[config.mk]
export PLATFORM = sky130hd
export DESIGN_NAME = alo_top
export DESIGN_NICKNAME = d
export VERILOG_FILES = /design/src/hdl/alo_pkg.sv /design/src/hdl/alo_res_if.sv /design/src/hdl/alo_adder.sv /design/src/hdl/alo_top.sv
export SDC_FILE = /design/constraint.sdc
export NUM_CORES = 1
export LEC_CHECK = 0
export ABC_AREA = 0
export BUFFER_PORTS_ARGS = -buffer_cell sky130_fd_sc_hd__buf_4
export CORE_ASPECT_RATIO = 1.5
export CORE_MARGIN = 1.5
export CORE_UTILIZATION = 57
export DETAILED_ROUTE_END_ITERATION = 8
export GPL_ROUTABILITY_DRIVEN = 0
export PLACE_DENSITY = 0.84
export REMOVE_ABC_BUFFERS = 1
export SKIP_LAST_GASP = 1
export SYNTH_ARGS = -nofsm -noshare
export SYNTH_HDL_FRONTEND = slang
export SYNTH_SLANG_ARGS = --single-unit
[constraint.sdc]
create_clock -name CORE_CLK -period 3.44 [get_ports CORE_CLK]
set_input_delay 0 -clock CORE_CLK [delete_from_list [all_inputs] [get_ports CORE_CLK]]
set_output_delay 0 -clock CORE_CLK [all_outputs]
set_load 0.02 [all_outputs]
[src/hdl/alo_pkg.sv]
`default_nettype none
package alo_pkg;
  localparam int DW = 8;
  localparam int NW = 4;
  // Operation select codes from the decoder
  typedef enum logic [2:0] {
    ALO_OP_NONE     = 3'h0,
    ALO_OP_ADD_MEM  = 3'h1,
    ALO_OP_ADD_IMM  = 3'h2,
    ALO_OP_AND_MEM  = 3'h3,
    ALO_OP_AND_IMM  = 3'h4,
    ALO_OP_MASK_MEM = 3'h5,
    ALO_OP_ADD_ACC  = 3'h6
  } alo_op_t;
  localparam logic [DW-1:0] WREG_RST = 8'h00;
  localparam logic [DW-1:0] ZERO_B   = 8'h00;
  localparam int MSB = DW - 1;
  localparam int NMSB = NW - 1;
endpackage
`default_nettype wire

[src/hdl/alo_res_if.sv]
`timescale 1ns/100ps
`default_nettype none
// Result bundle from the arithmetic unit to the control
interface alo_res_if;
  logic [7:0] sum;
  logic       carry;
  logic       half;
  logic       sovf;
  modport src (output sum, output carry, output half, output sovf);
  modport dst (input sum, input carry, input half, input sovf);
endinterface
`default_nettype wire

[src/hdl/alo_adder.sv]
`timescale 1ns/100ps
`default_nettype none
// Eight-bit adder with carry, half-byte carry and signed range flags
module alo_adder (
  input  wire logic [7:0] a,
  input  wire logic [7:0] b,
  alo_res_if.src          res
);
  logic [8:0] full;
  logic [4:0] low;
  // Sum and customary flag derivation
  always_comb begin
    full      = {1'b0, a} + {1'b0, b};
    low       = {1'b0, a[alo_pkg::NMSB:0]} + {1'b0, b[alo_pkg::NMSB:0]};
    res.sum   = full[alo_pkg::MSB:0];
    res.carry = full[alo_pkg::DW];
    res.half  = low[alo_pkg::NW];
    res.sovf  = (a[alo_pkg::MSB] == b[alo_pkg::MSB]) && (full[alo_pkg::MSB] != a[alo_pkg::MSB]);
  end
endmodule // alo_adder
`default_nettype wire

[src/hdl/alo_top.sv]
// Function
// RULE1: Add-to-memory writes sum back to memory
// RULE2: Add-immediate puts sum in working register
// RULE3: AND-with-memory to working register, zero only
// RULE4: AND-immediate to working register, zero only
// RULE5: Mask-to-memory writes AND result to memory
// RULE6: Add sets range, zero, half, carry flags
`timescale 1ns/100ps
`default_nettype none
module alo_top (
  input  wire logic       CORE_CLK,
  input  wire logic       RESETN,
  input  wire logic       OP_VALID,
  input  wire logic [2:0] OP_SEL,
  input  wire logic [7:0] MEM_RDATA,
  input  wire logic [7:0] IMM_DATA,
  output logic      [7:0] WORK_REG,
  output logic            MEM_WE,
  output logic      [7:0] MEM_WDATA,
  output logic            ZERO_FLAG,
  output logic            CARRY_FLAG,
  output logic            HALF_BYTE_FLAG,
  output logic            SIGNED_RANGE_FLAG
);
  // Whole state of the block in one record
  typedef struct packed {
    logic [7:0] wreg;
    logic       we;
    logic [7:0] wdata;
    logic       z;
    logic       c;
    logic       h;
    logic       ov;
  } alo_state_t;

  // State, its next value and the decode helpers
  alo_state_t       st_ff;
  alo_state_t       nxt_st;
  alo_pkg::alo_op_t op;
  logic [7:0]       add_b;
  logic [7:0]       res_val;
  alo_res_if        add_res ();

  assign op    = alo_pkg::alo_op_t'(OP_SEL);
  assign add_b = (op == alo_pkg::ALO_OP_ADD_IMM) ? IMM_DATA : MEM_RDATA;

  // Shared adder
  alo_adder u_add (
    .a   (st_ff.wreg),
    .b   (add_b),
    .res (add_res)
  );

  // Bitwise mask shared by the three logic ops
  function automatic logic [7:0] and_bytes(input logic [7:0] x, input logic [7:0] y);
    return x & y;
  endfunction

  // Zero test shared by every op that sets the zero flag
  function automatic logic is_zero(input logic [7:0] v);
    return v == alo_pkg::ZERO_B;
  endfunction

  // Next-state decode per operation
  always_comb begin
    nxt_st    = st_ff;
    nxt_st.we = 1'b0;
    res_val   = alo_pkg::ZERO_B;
    if (OP_VALID) begin
      case (op)
        // Sum of working register and memory byte to memory
        alo_pkg::ALO_OP_ADD_MEM: begin
          res_val      = add_res.sum;
          nxt_st.we    = 1'b1;                  // RULE1
          nxt_st.wdata = res_val;               // RULE1
          nxt_st.z     = is_zero(res_val);      // RULE6
          nxt_st.c     = add_res.carry;         // RULE6
          nxt_st.h     = add_res.half;          // RULE6
          nxt_st.ov    = add_res.sovf;          // RULE6
        end
        // Sum with the immediate into the working register
        alo_pkg::ALO_OP_ADD_IMM: begin
          res_val      = add_res.sum;
          nxt_st.wreg  = res_val;               // RULE2
          nxt_st.z     = is_zero(res_val);      // RULE6
          nxt_st.c     = add_res.carry;         // RULE6
          nxt_st.h     = add_res.half;          // RULE6
          nxt_st.ov    = add_res.sovf;          // RULE6
        end
        // Sum with the memory byte into the working register
        alo_pkg::ALO_OP_ADD_ACC: begin
          res_val      = add_res.sum;
          nxt_st.wreg  = res_val;
          nxt_st.z     = is_zero(res_val);      // RULE6
          nxt_st.c     = add_res.carry;         // RULE6
          nxt_st.h     = add_res.half;          // RULE6
          nxt_st.ov    = add_res.sovf;          // RULE6
        end
        // Mask with the memory byte into the working register
        alo_pkg::ALO_OP_AND_MEM: begin
          res_val      = and_bytes(st_ff.wreg, MEM_RDATA);
          nxt_st.wreg  = res_val;               // RULE3
          nxt_st.z     = is_zero(res_val);      // RULE3
        end
        // Mask with the immediate into the working register
        alo_pkg::ALO_OP_AND_IMM: begin
          res_val      = and_bytes(st_ff.wreg, IMM_DATA);
          nxt_st.wreg  = res_val;               // RULE4
          nxt_st.z     = is_zero(res_val);      // RULE4
        end
        // Mask written back to memory, zero flag too
        alo_pkg::ALO_OP_MASK_MEM: begin
          res_val      = and_bytes(MEM_RDATA, st_ff.wreg);
          nxt_st.we    = 1'b1;                  // RULE5
          nxt_st.wdata = res_val;               // RULE5
          nxt_st.z     = is_zero(res_val);
        end
        // Unknown codes drop the write strobe and leave all other state alone
        default: begin
          nxt_st.we = 1'b0;
        end
      endcase
    end
  end

  // State register
  always_ff @(posedge CORE_CLK or negedge RESETN) begin
    if (!RESETN) begin
      st_ff <= '{wreg: alo_pkg::WREG_RST, we: 1'b0, wdata: alo_pkg::ZERO_B,
                 z: 1'b0, c: 1'b0, h: 1'b0, ov: 1'b0};
    end else begin
      st_ff <= nxt_st;
    end
  end

  assign WORK_REG          = st_ff.wreg;
  assign MEM_WE            = st_ff.we;
  assign MEM_WDATA         = st_ff.wdata;
  assign ZERO_FLAG         = st_ff.z;
  assign CARRY_FLAG        = st_ff.c;
  assign HALF_BYTE_FLAG    = st_ff.h;
  assign SIGNED_RANGE_FLAG = st_ff.ov;

  // Checks on the memory write path
  a_add_mem_wb: assert property (@(posedge CORE_CLK) disable iff (!RESETN) // RULE1
    OP_VALID && op == alo_pkg::ALO_OP_ADD_MEM |=> MEM_WE
      && MEM_WDATA == 8'($past(WORK_REG) + $past(MEM_RDATA)))
    else $error("add to memory result wrong");
  a_add_mem_keep: assert property (@(posedge CORE_CLK) disable iff (!RESETN) // RULE1
    OP_VALID && op == alo_pkg::ALO_OP_ADD_MEM |=> $stable(WORK_REG))
    else $error("add to memory moved the working register");
  a_mask_mem_wb: assert property (@(posedge CORE_CLK) disable iff (!RESETN) // RULE5
    OP_VALID && op == alo_pkg::ALO_OP_MASK_MEM |=> MEM_WE
      && MEM_WDATA == ($past(WORK_REG) & $past(MEM_RDATA)) && $stable(WORK_REG))
    else $error("mask to memory wrong");
  a_mask_mem_flags: assert property (@(posedge CORE_CLK) disable iff (!RESETN) // RULE5
    OP_VALID && op == alo_pkg::ALO_OP_MASK_MEM |=> ZERO_FLAG == (MEM_WDATA == alo_pkg::ZERO_B)
      && $stable(CARRY_FLAG) && $stable(HALF_BYTE_FLAG) && $stable(SIGNED_RANGE_FLAG))
    else $error("mask to memory flags wrong");
  a_mem_we_src: assert property (@(posedge CORE_CLK) disable iff (!RESETN) // RULE1
    MEM_WE |-> $past(OP_VALID) && ($past(op) == alo_pkg::ALO_OP_ADD_MEM
      || $past(op) == alo_pkg::ALO_OP_MASK_MEM))
    else $error("memory write without a memory op");

  // Checks on working register results
  a_add_imm_wreg: assert property (@(posedge CORE_CLK) disable iff (!RESETN) // RULE2
    OP_VALID && op == alo_pkg::ALO_OP_ADD_IMM |=> !MEM_WE
      && WORK_REG == 8'($past(WORK_REG) + $past(IMM_DATA)))
    else $error("add immediate result wrong");
  a_add_acc_wreg: assert property (@(posedge CORE_CLK) disable iff (!RESETN) // RULE6
    OP_VALID && op == alo_pkg::ALO_OP_ADD_ACC |=> !MEM_WE
      && WORK_REG == 8'($past(WORK_REG) + $past(MEM_RDATA)))
    else $error("add memory to working register wrong");
  a_and_mem_wreg: assert property (@(posedge CORE_CLK) disable iff (!RESETN) // RULE3
    OP_VALID && op == alo_pkg::ALO_OP_AND_MEM |=> !MEM_WE
      && WORK_REG == ($past(WORK_REG) & $past(MEM_RDATA)) && $stable(CARRY_FLAG))
    else $error("and with memory wrong");
  a_and_imm_wreg: assert property (@(posedge CORE_CLK) disable iff (!RESETN) // RULE4
    OP_VALID && op == alo_pkg::ALO_OP_AND_IMM |=> WORK_REG == ($past(WORK_REG) & $past(IMM_DATA))
      && $stable(SIGNED_RANGE_FLAG) && $stable(HALF_BYTE_FLAG))
    else $error("and immediate wrong");
  a_idle_quiet: assert property (@(posedge CORE_CLK) disable iff (!RESETN) // RULE1 RULE2
    !OP_VALID |=> !MEM_WE && $stable(WORK_REG) && $stable(MEM_WDATA) && $stable(ZERO_FLAG)
      && $stable(CARRY_FLAG) && $stable(HALF_BYTE_FLAG) && $stable(SIGNED_RANGE_FLAG))
    else $error("outputs moved with no op");

  // Zero flag follows the stored result
  a_add_zero_flag: assert property (@(posedge CORE_CLK) disable iff (!RESETN) // RULE6
    OP_VALID && op == alo_pkg::ALO_OP_ADD_MEM |=> ZERO_FLAG == (MEM_WDATA == alo_pkg::ZERO_B))
    else $error("zero flag wrong after add");
  a_add_imm_zero: assert property (@(posedge CORE_CLK) disable iff (!RESETN) // RULE6
    OP_VALID && op == alo_pkg::ALO_OP_ADD_IMM |=> ZERO_FLAG == (WORK_REG == alo_pkg::ZERO_B))
    else $error("zero flag wrong after add immediate");
  a_and_mem_zero: assert property (@(posedge CORE_CLK) disable iff (!RESETN) // RULE3
    OP_VALID && op == alo_pkg::ALO_OP_AND_MEM |=> ZERO_FLAG == (WORK_REG == alo_pkg::ZERO_B)
      && $stable(HALF_BYTE_FLAG) && $stable(SIGNED_RANGE_FLAG))
    else $error("zero flag wrong after and with memory");
  a_and_imm_zero: assert property (@(posedge CORE_CLK) disable iff (!RESETN) // RULE4
    OP_VALID && op == alo_pkg::ALO_OP_AND_IMM |=> ZERO_FLAG == (WORK_REG == alo_pkg::ZERO_B)
      && $stable(CARRY_FLAG))
    else $error("zero flag wrong after and immediate");

  // Add flags from the eight-bit sum
  a_add_carry: assert property (@(posedge CORE_CLK) disable iff (!RESETN) // RULE6
    OP_VALID && op == alo_pkg::ALO_OP_ADD_IMM |=>
      CARRY_FLAG == (9'($past(WORK_REG)) + 9'($past(IMM_DATA)) > 9'h0ff))
    else $error("carry flag wrong");
  a_add_half: assert property (@(posedge CORE_CLK) disable iff (!RESETN) // RULE6
    OP_VALID && op == alo_pkg::ALO_OP_ADD_IMM |=> HALF_BYTE_FLAG ==
      (5'($past(WORK_REG[alo_pkg::NMSB:0])) + 5'($past(IMM_DATA[alo_pkg::NMSB:0])) > 5'h0f))
    else $error("half byte flag wrong");
  a_add_range: assert property (@(posedge CORE_CLK) disable iff (!RESETN) // RULE6
    OP_VALID && op == alo_pkg::ALO_OP_ADD_IMM |=> SIGNED_RANGE_FLAG ==
      (($past(WORK_REG[alo_pkg::MSB]) == $past(IMM_DATA[alo_pkg::MSB]))
      && (WORK_REG[alo_pkg::MSB] != $past(WORK_REG[alo_pkg::MSB]))))
    else $error("signed range flag wrong");
  a_add_acc_carry: assert property (@(posedge CORE_CLK) disable iff (!RESETN) // RULE6
    OP_VALID && op == alo_pkg::ALO_OP_ADD_ACC |=>
      CARRY_FLAG == (9'($past(WORK_REG)) + 9'($past(MEM_RDATA)) > 9'h0ff)
      && HALF_BYTE_FLAG == (5'($past(WORK_REG[alo_pkg::NMSB:0])) + 5'($past(MEM_RDATA[alo_pkg::NMSB:0])) > 5'h0f))
    else $error("carry or half flag wrong after add memory");

  // Main scenarios reached
  c_add_mem: cover property (@(posedge CORE_CLK) OP_VALID && op == alo_pkg::ALO_OP_ADD_MEM ##1 CARRY_FLAG);
  c_and_zero: cover property (@(posedge CORE_CLK) OP_VALID && op == alo_pkg::ALO_OP_AND_MEM ##1 ZERO_FLAG);
  c_mask_mem: cover property (@(posedge CORE_CLK) OP_VALID && op == alo_pkg::ALO_OP_MASK_MEM ##1 MEM_WE);
  c_ovf: cover property (@(posedge CORE_CLK) OP_VALID && op == alo_pkg::ALO_OP_ADD_IMM ##1 SIGNED_RANGE_FLAG);
  c_mem_pair: cover property (@(posedge CORE_CLK) MEM_WE ##1 MEM_WE);
endmodule // alo_top
`default_nettype wire

==> results of run 1 <==
-- final cells by class --
cell class / instances / area, µm² / area share (%)
clock buffers: 4 / 45.04 / 2.225
inverters: 6 / 22.52 / 1.112
multi-input cells: 160 / 1052 / 51.98
flip-flops and latches: 21 / 525.5 / 25.96
well taps: 37 / 46.29 / 2.287
repair buffers: 44 / 332.8 / 16.44
-- timing repair --
item / CTS / global route
setup endpoints to repair: 0 / 0
endpoints found under the hold margin: 21 / 0
hold buffers: 1 / 0
-- cell families after synthesis --
group,count (synthesis),synth area share [%]
XOR/XNOR,7,4.215
AND/OR/NAND/NOR,66,18.54
adder cells (fa/ha/maj),10,8.123
AO/OA/AOI/OAI,66,26.13
buffers and inverters,14,3.371
multiplexers,11,7.433
flip-flops,21,32.18
-- power by group through the flow --
stage,combinational (mW),sequential [mW],clock (mW)
after floorplan,0.428,0.549,0
after global placement,0.840,0.446,0
after detailed placement,0.865,0.451,0
after CTS,0.870,0.446,0.162
after global routing,0.948,0.464,0.176
final,0.873,0.448,0.161
-- sequential cells by signal (all words and copies together), names as in the netlist --
register           flops
SIGNED_RANGE_FLAG      1
CARRY_FLAG             1
HALF_BYTE_FLAG         1
MEM_WE                 1
WORK_REG               8
ZERO_FLAG              1
MEM_WDATA              8
-- cells in the mapped netlist (all sizes together) (4+ instances only) --
cell and n:
a22oi 5, o21ai 31, a21o 7, mux2 9
nand2 43, clkbuf 6, inv 6, nor2b 5
ha 9, a21oi 6, dfrtp 21, xnor2 4
a221oi 5
-- worst max-delay path: stages --
cell and delay (ns):
sky130_fd_sc_hd__buf_4 0.17, sky130_fd_sc_hd__nor2b_1 0.39, sky130_fd_sc_hd__nor2b_1 0.19, sky130_fd_sc_hd__buf_4 0.18, sky130_fd_sc_hd__mux2_2 0.35, sky130_fd_sc_hd__ha_1 0.33
sky130_fd_sc_hd__and3_1 0.21, sky130_fd_sc_hd__a2111o_1 0.46, sky130_fd_sc_hd__a31o_1 0.29, sky130_fd_sc_hd__xnor2_2 0.16, sky130_fd_sc_hd__o41ai_1 0.34
-- metrics by stage --
stage                     setup slack [ns]  std cells
after floorplan                     0.5181        187
after global placement              0.3732        267
after detailed placement            0.2699        267
after CTS                           0.5250        272
after global routing                0.3650        272
final                               0.5080        272
-- per-layer routing --
metal  GRT usage (%)  wire length, µm  vias to the layer above  share of wire, %
met5               0                0                        -                 0
met4           14.24              104                        0               2.3
met3           4.948              285                       14               6.4
met2           53.82             2339                       72                53
met1           34.09             1715                      778                39
li1                -                -                      787                 -
-- final timing paths --
| check | startpoint | end | slack [ns] | cells after the start |
|---|---|---|---|---|
| max reg2reg | WORK_REG[4]$_DFFE_PN0P_ | ZERO_FLAG$_DFFE_PN0P_ | 1.03 | 6 |
| min in group asynchronous | RESETN | WORK_REG[1]$_DFFE_PN0P_ | 0.16 | 2 |
| min reg2reg | MEM_WDATA[7]$_DFFE_PN0P_ | MEM_WDATA[7]$_DFFE_PN0P_ | 0.48 | 2 |
| min | IMM_DATA[1] | WORK_REG[1]$_DFFE_PN0P_ | 0.11 | 5 |
| max | OP_SEL[1] | ZERO_FLAG$_DFFE_PN0P_ | 0.51 | 11 |
| max in group asynchronous | RESETN | MEM_WDATA[0]$_DFFE_PN0P_ | 3.06 | 2 |
==> load_flow_metrics.sql, run 1 <==
INSERT INTO impl_metrics (metric_group, metric, value, unit) VALUES
('floorplanning', 'std_cell_rows', '23', ''),
('clocking', 'cts-buffers-inserted', '3', ''),
('power', 'power_leakage', '1.002', 'nW'),
('yosys', 'synthCells', '195', ''),
('yosys', 'yosysTopAreaCell', 'sky130_fd_sc_hd__dfrtp_1', ''),
('critical_path', 'timing.setup.critical_path_class', 'in2reg', ''),
('status', 'status', 'finished, final reports clean', ''),
('layout', 'finalInstanceArea', '2024', 'µm²'),
('sta', 'final_setup_violation_count', '0', ''),
('layout', 'antennaDiodeCount', '0', ''),
('clocking', 'clk_path_buf_depth', '2', ''),
('run', 'drv.max_cap_violation_count', '0', ''),
('route', 'number_of_optimization_iterations_in_the_first_detailed_route_pass', '4', ''),
('sta', 'slew_limit_fails', '0', ''),
('power', 'share_clk_of_total_power', '10.9', '%'),
('layout', 'final_layout_size_suffix_gt1_share', '24.26', '%'),
('placed_design', 'placement.io_buffers', '42', ''),
('clocking', 'tritoncts_clock_tree', 'built', ''),
('critical_path', 'cp_data_required_time', '3.59', 'ns'),
('route', 'drt-wirelength-per-cell', '16.34', 'µm'),
('power', 'switching_share', '45.68', '%'),
('power', 'worst_ir_drop_vdd', '470.4', 'µV'),
('power', 'power_per_cell_area', '732.0', 'nW/µm²'),
('layout', 'layout-area-overhead-vs-synth', '23.98', '%'),
('clocking', 'clk-insertion-delay-late', '0.26', 'ns'),
('yosys', 'ys_seq_area_share', '32.18', '%'),
('critical_path', 'worstPathArrival', '3.08', 'ns'),
('floorplanning', 'core', '2705', 'µm²'),
('clocking', 'post-cts-setup-buffers', '0', ''),
('power', 'total_power', '1.482', 'mW'),
('global_route', 'grt_pass1_wl', '7024', 'µm'),
('route', 'post_drt_via_cell_ratio', '6.070', ''),
('floorplanning', 'dieWidth', '46.70', 'µm'),
('floorplanning', 'die_area', '3201', 'µm²'),
('sta', 'final.setup.tns', '0', 'ns'),
('power', 'power_frac_seq', '30.2', '%'),
('power', 'switching_power', '0.6768', 'mW'),
('route', 'route.vias.total', '1651', ''),
('yosys', 'netlist.area_leader.share', '32.18', '%'),
('sta', 'slew_headroom', '66.20', '%'),
('critical_path', 'worstPathMaxFanout', '14', ''),
('power', 'cell_internal_pwr', '0.8050', 'mW'),
('critical_path', 'startpoint_type', 'input port', ''),
('global_route', 'grt_start_max_net_pins', '25', ''),
('yosys', 'edff_count_synth', '0', ''),
('placed_design', 'post-dp-hpwl', '3467', 'µm'),
('sta', 'clock-skew-final', '0.002926', 'ns'),
('route', 'drt_iter0_markers', '83', ''),
('floorplanning', 'io_pins', '43', ''),
('sta', 'final.period_utilization', '85.23', '%'),
('sta', 'rsz0062_at_grt', 'no', ''),
('sta', 'period_needed', '2.932', 'ns'),
('yosys', 'postSynthAreaPerCell', '8.373', 'µm²'),
('route', 'totalWireLength', '4445', 'µm'),
('global_route', 'globalRoute.totalOverflow', '0', ''),
('global_route', 'grt_antenna_before_repair', '0', ''),
('yosys', 'ys_warn_count', '0', ''),
('yosys', 'ys_dominant_reg_cell', 'sky130_fd_sc_hd__dfrtp_1', ''),
('global_route', 'first_global_vias', '1630', ''),
('layout', 'nets', '268', ''),
('yosys', 'synth_cell_types', '40', ''),
('clocking', 'root_buffer', 'sky130_fd_sc_hd__clkbuf_8', ''),
('floorplanning', 'floorplan.initialDensity', '60.36', '%'),
('layout', 'mostFrequentLayoutCells', 'sky130_fd_sc_hd__nand2_1, sky130_fd_sc_hd__buf_4, sky130_fd_sc_hd__o21ai_0', ''),
('yosys', 'ys_async_sr_fraction', '100.0', '%'),
('sta', 'worst-slew-pin-transition', '0.5036', 'ns'),
('clocking', 'ctsHtreeMaxLevel', '1', ''),
('floorplanning', 'die-height', '68.55', 'µm'),
('yosys', 'syn-cell-area', '1633', 'µm²'),
('layout', 'fillCellCount', '238', ''),
('sta', 'hold_ws', '0.1103', 'ns');
Power figures use the tool's default switching activity.
==> inputs of run 2 (changes only) <==
--- a/config.mk
+++ b/config.mk
@@ -12,8 +12,7 @@
 export CORE_UTILIZATION = 57
 export DETAILED_ROUTE_END_ITERATION = 8
 export GPL_ROUTABILITY_DRIVEN = 0
-export PLACE_DENSITY = 0.84
-export REMOVE_ABC_BUFFERS = 1
+export PLACE_DENSITY = 0.82
 export SKIP_LAST_GASP = 1
 export SYNTH_ARGS = -nofsm -noshare
 export SYNTH_HDL_FRONTEND = slang
==> run 2 against run 1 <==
Effect of this change: setup slack got worse by 0.14 ns; critical path type unchanged; power is 1.5% higher; largest cell class unchanged; first-iteration DRC count up 59%; utilization stayed put; non-clock buffer count unchanged; count of clock-buffer cells in the layout unchanged; sequential cell count did not move; largest power group unchanged; sequential share of layout area did not move.
==> load_flow_metrics.sql, run 2 (synthesis results as in run 1) <==
INSERT INTO impl_metrics (metric_group, metric, value, unit) VALUES
('status', 'status', 'finished, final reports clean', ''),
('floorplanning', 'die-height', '68.55', 'µm'),
('layout', 'mostFrequentLayoutCells', 'sky130_fd_sc_hd__nand2_1, sky130_fd_sc_hd__buf_4, sky130_fd_sc_hd__o21ai_0', ''),
('critical_path', 'cpMaxStageDelayCell', 'sky130_fd_sc_hd__a2111o_1', ''),
('layout', 'antennaDiodeCount', '0', ''),
('route', 'topRoutingLayerUsed', 'met4', ''),
('global_route', 'groute.usage.overall', '34.26', '%'),
('route', 'ant_nets', '0', ''),
('global_route', 'globalRoute.totalOverflow', '0', ''),
('sta', 'clock-skew-final', '0.002889', 'ns'),
('critical_path', 'worstPathArrival', '3.23', 'ns'),
('clocking', 'ctsHtreeMaxLevel', '1', ''),
('floorplanning', 'floorplan.initialDensity', '60.36', '%'),
('power', 'worst_ir_drop_vdd', '469.3', 'µV'),
('yosys', 'syn_nets', '227', ''),
('critical_path', 'worstPathMaxFanout', '14', ''),
('run', 'drv.max_cap_violation_count', '0', ''),
('layout', 'ff_latch_area', '525.5', 'µm²'),
('placed_design', 'placement.io_buffers', '42', ''),
('clocking', 'root_buffer', 'sky130_fd_sc_hd__clkbuf_8', ''),
('floorplanning', 'core', '2705', 'µm²'),
('sta', 'final.setup.tns', '0', 'ns'),
('global_route', 'grt_start_max_net_pins', '25', ''),
('critical_path', 'crit_chain', 'buf_4 -> nor2b_1 -> nor2b_1 -> buf_4 -> mux2_2 -> ha_1 -> and3_1 -> a2111o_1 -> a31o_1 -> xnor2_2 -> o41ai_1', ''),
('clocking', 'clk_path_buf_depth', '2', ''),
('critical_path', 'startpoint_type', 'input port', ''),
('critical_path', 'crit_path_max_incr_delay', '0.44', 'ns'),
('route', 'totalWireLength', '4910', 'µm'),
('clocking', 'cts-resized-gates', '0', ''),
('route', 'number_of_optimization_iterations_in_the_first_detailed_route_pass', '5', ''),
('sta', 'worst-slew-pin-transition', '0.5576', 'ns'),
('placed_design', 'post-dp-hpwl', '3557', 'µm'),
('min_path', 'hp-class', 'in2reg', ''),
('critical_path', 'cp_data_required_time', '3.60', 'ns'),
('clocking', 'tritoncts_clock_tree', 'built', ''),
('sta', 'final.period_utilization', '89.31', '%'),
('critical_path', 'timing.setup.critical_path_class', 'in2reg', ''),
('route', 'route.vias.total', '1748', ''),
('layout', 'fillCellCount', '231', ''),
('route', 'drt_iter0_markers', '132', ''),
('route', 'post_drt_via_cell_ratio', '6.426', ''),
('power', 'power_per_cell_area', '742.9', 'nW/µm²'),
('global_route', 'grt_pass1_wl', '7921', 'µm'),
('floorplanning', 'dieWidth', '46.70', 'µm'),
('global_route', 'grt_antenna_before_repair', '0', ''),
('layout', 'final_layout_size_suffix_gt1_share', '24.26', '%'),
('sta', 'rsz0062_at_grt', 'no', ''),
('global_route', 'first_global_vias', '1743', ''),
('route', 'wl_met1', '1732', 'µm'),
('sta', 'hold_ws', '0.1204', 'ns'),
('route', 'drcViolationCount', '0', ''),
('floorplanning', 'io_pins', '43', ''),
('clocking', 'cts.sink_count', '21', ''),
('placed_design', 'dp_worst_setup_slack', '0.1516', 'ns'),
('layout', 'multi_input_gate_area_in_the_final_layout', '1052', 'µm²'),
('route', 'met3_wire_length', '452', 'µm'),
('sta', 'slew_limit_fails', '0', ''),
('power', 'power_leakage', '1.002', 'nW'),
('layout', 'nets', '268', ''),
('sta', 'slew_headroom', '62.58', '%'),
('sta', 'final_setup_violation_count', '0', ''),
('layout', 'layout-area-overhead-vs-synth', '23.98', '%'),
('sta', 'fmax', '0.3255', 'GHz'),
('sta', 'worst_slack', '0.3679', 'ns'),
('route', 'drt-wirelength-per-cell', '18.05', 'µm'),
('route', 'wl_met2', '2490', 'µm'),
('floorplanning', 'std_cell_rows', '23', ''),
('critical_path', 'worst_setup_path_end_kind', 'flop', ''),
('clocking', 'clk-insertion-delay-late', '0.26', 'ns'),
('clocking', 'cts-buffers-inserted', '3', ''),
('sta', 'timing_hold_violations_final', '0', ''),
('floorplanning', 'die_area', '3201', 'µm²'),
('sta', 'period_needed', '3.072', 'ns'),
('clocking', 'cts.reportedPaths.clkPinSlew', '0.08', 'ns');
==> run 2: where the power goes <==
part	leakage [nW]	switching [mW]	internal (mW)
Clock	0.0228	0.0845	0.0827
Sequential	0.273	0.111	0.342
Combinational	0.706	0.505	0.379
==> run 2: worst paths after layout <==
kind	from	to	slack [ns]	depth (start not counted)
max	OP_SEL[1]	ZERO_FLAG$_DFFE_PN0P_	0.37	11
min	IMM_DATA[2]	WORK_REG[2]$_DFFE_PN0P_	0.12	5
max reg2reg	WORK_REG[0]$_DFFE_PN0P_	ZERO_FLAG$_DFFE_PN0P_	0.88	8
min reg2reg	MEM_WDATA[3]$_DFFE_PN0P_	MEM_WDATA[3]$_DFFE_PN0P_	0.48	1
max in group asynchronous	RESETN	WORK_REG[7]$_DFFE_PN0P_	3.06	2
min in group asynchronous	RESETN	WORK_REG[2]$_DFFE_PN0P_	0.16	2
==> run 2: what timing repair did <==
action | in CTS | in global routing
hold buffers | 1 | 0
buffers inserted | 0 | 0
endpoints found under the hold margin | 21 | 0
==> run 2: critical path, delay by kind of cell <==
family	cells	cell delay [ns]
simple gates	3	0.91
fa+ha+maj	1	0.34
buf+inv	2	0.38
compound gates	3	1.08
mux	1	0.34
xor+xnor	1	0.16
==> run 2: cell type report <==
class / instances / area share, %
well taps: 37 / 2.287
clock buffers: 4 / 2.225
flip-flops and latches: 21 / 25.96
multi-input cells: 160 / 51.98
inverters: 6 / 1.112
repair buffers: 44 / 16.44
==> run 2: stage by stage <==
stage / cells / cell area [µm²] / total power [mW] / util [%]
2_1_floorplan: 195 / 1633 / 0.9848 / -
6_report: 272 / 2024 / 1.504 / 74.84
3_5_place_dp: 267 / 1969 / 1.316 / 72.80
3_3_place_gp: 267 / 1969 / 1.286 / 72.80
5_1_grt: 272 / 2024 / 1.612 / 74.84
4_1_cts: 272 / 2024 / 1.489 / 74.84
==> run 2: metal layers <==
layer	global-route usage (%)	vias up
met4	22.92	0
met1	41.57	805
li1	-	791
met2	55.38	122
met5	0	-
met3	3.906	30
==> inputs of run 3 (changes only) <==
--- a/config.mk
+++ b/config.mk
@@ -6,13 +6,14 @@
 export NUM_CORES = 1
 export LEC_CHECK = 0
 export ABC_AREA = 0
-export BUFFER_PORTS_ARGS = -buffer_cell sky130_fd_sc_hd__buf_4
 export CORE_ASPECT_RATIO = 1.5
 export CORE_MARGIN = 1.5
-export CORE_UTILIZATION = 57
+export CORE_UTILIZATION = 68
+export CTS_BUF_LIST = sky130_fd_sc_hd__clkbuf_16
 export DETAILED_ROUTE_END_ITERATION = 8
+export DONT_BUFFER_PORTS = 1
 export GPL_ROUTABILITY_DRIVEN = 0
-export PLACE_DENSITY = 0.82
+export PLACE_DENSITY = 0.81
 export SKIP_LAST_GASP = 1
 export SYNTH_ARGS = -nofsm -noshare
 export SYNTH_HDL_FRONTEND = slang
==> run 3 against run 2 <==
Effect of this change: the flow now finishes with violations (negative hold slack); count of clock-buffer cells in the layout fell by 1; clock power is 50% higher; clock skew fell by 0.0010 ns; register-to-register slack worse by 0.04 ns; sequential share of layout area rose by 4.1 points; wire length fell by 9.5%; critical path depth is 1 lower; first-iteration DRC count decreased by 12%; sequential power grew 28%; utilization is 2.5 points higher; largest cell class unchanged.
==> load_flow_metrics.sql, run 3 (synthesis results as in run 1) <==
INSERT INTO impl_metrics (metric_group, metric, value, unit) VALUES
('clocking', 'post-cts-setup-buffers', '0', ''),
('status', 'status', 'complete, but fails checks', ''),
('route', 'ant_nets', '0', ''),
('clocking', 'clk_path_buf_depth', '2', ''),
('global_route', 'grt_pass1_wl', '7210', 'µm'),
('clocking', 'cts-buffers-inserted', '3', ''),
('power', 'share_clk_of_total_power', '17.8', '%'),
('status', 'failed_checks', 'negative hold slack', ''),
('floorplanning', 'std_cell_rows', '21', ''),
('critical_path', 'worstPathMaxFanout', '14', ''),
('power', 'power_per_cell_area', '804.4', 'nW/µm²'),
('critical_path', 'timing.setup.critical_path_class', 'in2reg', ''),
('route', 'post_drt_via_cell_ratio', '7.280', ''),
('critical_path', 'critical_path_s_most_frequent_cell', 'sky130_fd_sc_hd__nor2b_1', ''),
('run', 'drv.max_cap_violation_count', '0', ''),
('clocking', 'cts.reportedPaths.clkPinSlew', '0.06', 'ns'),
('clocking', 'root_buffer', 'sky130_fd_sc_hd__clkbuf_16', ''),
('critical_path', 'cpMaxStageDelayCell', 'sky130_fd_sc_hd__a2111o_1', ''),
('layout', 'ff_latch_area', '525.5', 'µm²'),
('critical_path', 'worst_setup_path_end_kind', 'flop', ''),
('placed_design', 'dp_worst_setup_slack', '0.4896', 'ns'),
('layout', 'fillCellCount', '166', ''),
('critical_path', 'worstPathArrival', '2.92', 'ns'),
('placed_design', 'dpl_cell_area', '1637', 'µm²'),
('route', 'totalWireLength', '4444', 'µm'),
('critical_path', 'crit_path_max_incr_delay', '0.44', 'ns'),
('power', 'switching_power', '0.6583', 'mW'),
('placed_design', 'post-dp-hpwl', '3216', 'µm'),
('sta', 'final.setup.tns', '0', 'ns'),
('global_route', 'grt_antenna_before_repair', '0', ''),
('global_route', 'first_global_vias', '1553', ''),
('floorplanning', 'die_area', '2710', 'µm²'),
('sta', 'hold_ws', '-0.007007', 'ns'),
('power', 'power_frac_seq', '41.1', '%'),
('sta', 'final_setup_violation_count', '0', ''),
('placed_design', 'post_place_cells', '211', ''),
('layout', 'nets', '228', ''),
('route', 'drcViolationCount', '0', ''),
('sta', 'clock-skew-final', '0.001883', 'ns'),
('power', 'power_leakage', '0.8188', 'nW'),
('power', 'worst_ir_drop_vdd', '581.3', 'µV'),
('route', 'drt-wirelength-per-cell', '20.39', 'µm'),
('floorplanning', 'die-height', '63.02', 'µm'),
('sta', 'timing_hold_violations_final', '1', ''),
('power', 'comb_power_share', '41.0', '%'),
('sta', 'final.period_utilization', '80.73', '%'),
('clocking', 'tritoncts_clock_tree', 'built', ''),
('critical_path', 'crit_family', 'compound AO/OA/AOI/OAI gates', ''),
('layout', 'finalInstanceArea', '1747', 'µm²'),
('layout', 'multi_input_gate_area_in_the_final_layout', '1052', 'µm²'),
('layout', 'layout-area-overhead-vs-synth', '6.973', '%'),
('min_path', 'hp-class', 'in2reg', ''),
('global_route', 'grt_start_max_net_pins', '22', ''),
('critical_path', 'crit_chain', 'nor2b_1 -> nor2b_1 -> buf_4 -> mux2_2 -> ha_1 -> and3_1 -> a2111o_1 -> a31o_1 -> xnor2_2 -> o41ai_1', ''),
('critical_path', 'cp_data_required_time', '3.58', 'ns'),
('sta', 'slew_headroom', '37.98', '%'),
('route', 'route.vias.total', '1587', ''),
('global_route', 'groute.usage.overall', '34.40', '%'),
('sta', 'rsz0062_at_grt', 'no', ''),
('power', 'cell_internal_pwr', '0.7467', 'mW'),
('route', 'drt_iter0_markers', '116', ''),
('floorplanning', 'dieWidth', '43.01', 'µm'),
('floorplanning', 'floorplan.initialDensity', '72.26', '%'),
('sta', 'period_needed', '2.777', 'ns'),
('clocking', 'ctsHtreeMaxLevel', '1', ''),
('clocking', 'cts.sink_count', '21', ''),
('layout', 'final_common_cell', 'sky130_fd_sc_hd__nand2_1', ''),
('yosys', 'syn_nets', '227', ''),
('global_route', 'globalRoute.totalOverflow', '0', ''),
('sta', 'fmax', '0.3601', 'GHz'),
('placed_design', 'placement.io_buffers', '0', ''),
('floorplanning', 'core', '2260', 'µm²'),
('route', 'number_of_optimization_iterations_in_the_first_detailed_route_pass', '5', ''),
('layout', 'antennaDiodeCount', '0', ''),
('critical_path', 'path_buf_inv', '1', ''),
('clocking', 'clk-insertion-delay-late', '0.26', 'ns'),
('sta', 'worst-slew-pin-transition', '0.9273', 'ns'),
('layout', 'final_layout_size_suffix_gt1_share', '8.205', '%'),
('layout', 'final_cell_count_without_fillers', '218', ''),
('floorplanning', 'io_pins', '43', ''),
('sta', 'worst_slack', '0.6628', 'ns'),
('layout', 'fin_util', '77.30', '%'),
('sta', 'slew_limit_fails', '0', ''),
('layout', 'mostFrequentLayoutCells', 'sky130_fd_sc_hd__nand2_1, sky130_fd_sc_hd__o21ai_0, sky130_fd_sc_hd__dfrtp_1', ''),
('critical_path', 'startpoint_type', 'input port', ''),
('power', 'switching_share', '46.86', '%');
run 3: layout make-up:
cell class                 instances  area share, %
clock buffer                       3          4.298
timing repair buffer               4          2.149
multi-input combinational        160          60.24
sequential                        21          30.09
clock inverter                     1         0.2865
tap                               23          1.648
inverter                           6          1.289
run 3: tightest hold or removal path, stage by stage:
cell,delay [ns]
sky130_fd_sc_hd__nand2_1,0.03
sky130_fd_sc_hd__nand2_1,0.05
sky130_fd_sc_hd__o21ai_1,0.07
sky130_fd_sc_hd__o21ai_1,0.06
run 3: final timing paths:
path / from / to / slack, ns / depth (start not counted)
setup / recovery: OP_SEL[1] / ZERO_FLAG$_DFFE_PN0P_ / 0.66 / 10
setup reg to reg: WORK_REG[0]$_DFFE_PN0P_ / ZERO_FLAG$_DFFE_PN0P_ / 0.84 / 8
hold reg to reg: MEM_WDATA[1]$_DFFE_PN0P_ / MEM_WDATA[1]$_DFFE_PN0P_ / 0.62 / 1
hold / removal: MEM_RDATA[6] / MEM_WDATA[6]$_DFFE_PN0P_ / -0.007 / 4
min in group asynchronous: RESETN / WORK_REG[2]$_DFFE_PN0P_ / 0.33 / 1
max in group asynchronous: RESETN / CARRY_FLAG$_DFFE_PN0P_ / 2.55 / 1
run 3: metal layers:
| metal | vias up | wire (µm) | GRT usage [%] |
|---|---|---|---|
| met5 | - | 0 | 0 |
| met4 | 0 | 205 | 15.91 |
| met3 | 27 | 434 | 5.780 |
| met2 | 124 | 2208 | 57.77 |
| met1 | 727 | 1595 | 41.77 |
| li1 | 709 | - | - |
run 3: what timing repair did:
action / CTS / global route
hold buffers: 3 / 0
hold endpoints to repair: 37 / 0
resized for setup: 0 / 0
run 3: power by group through the flow:
stage / combinational (mW) / clock, mW / sequential [mW]
after floorplan: 0.436 / 0 / 0.549
after global placement: 0.527 / 0 / 0.577
after detailed placement: 0.545 / 0 / 0.583
after CTS: 0.560 / 0.247 / 0.577
after global routing: 0.634 / 0.261 / 0.591
final: 0.577 / 0.251 / 0.578
run 3: stage by stage:
step	hold slack [ns]	total power, mW
after global placement	-0.2952	1.104
after global routing	0.02015	1.486
after CTS	0.000006870	1.385
final	-0.007007	1.405
after floorplan	-0.2956	0.9848
after detailed placement	-0.2952	1.127
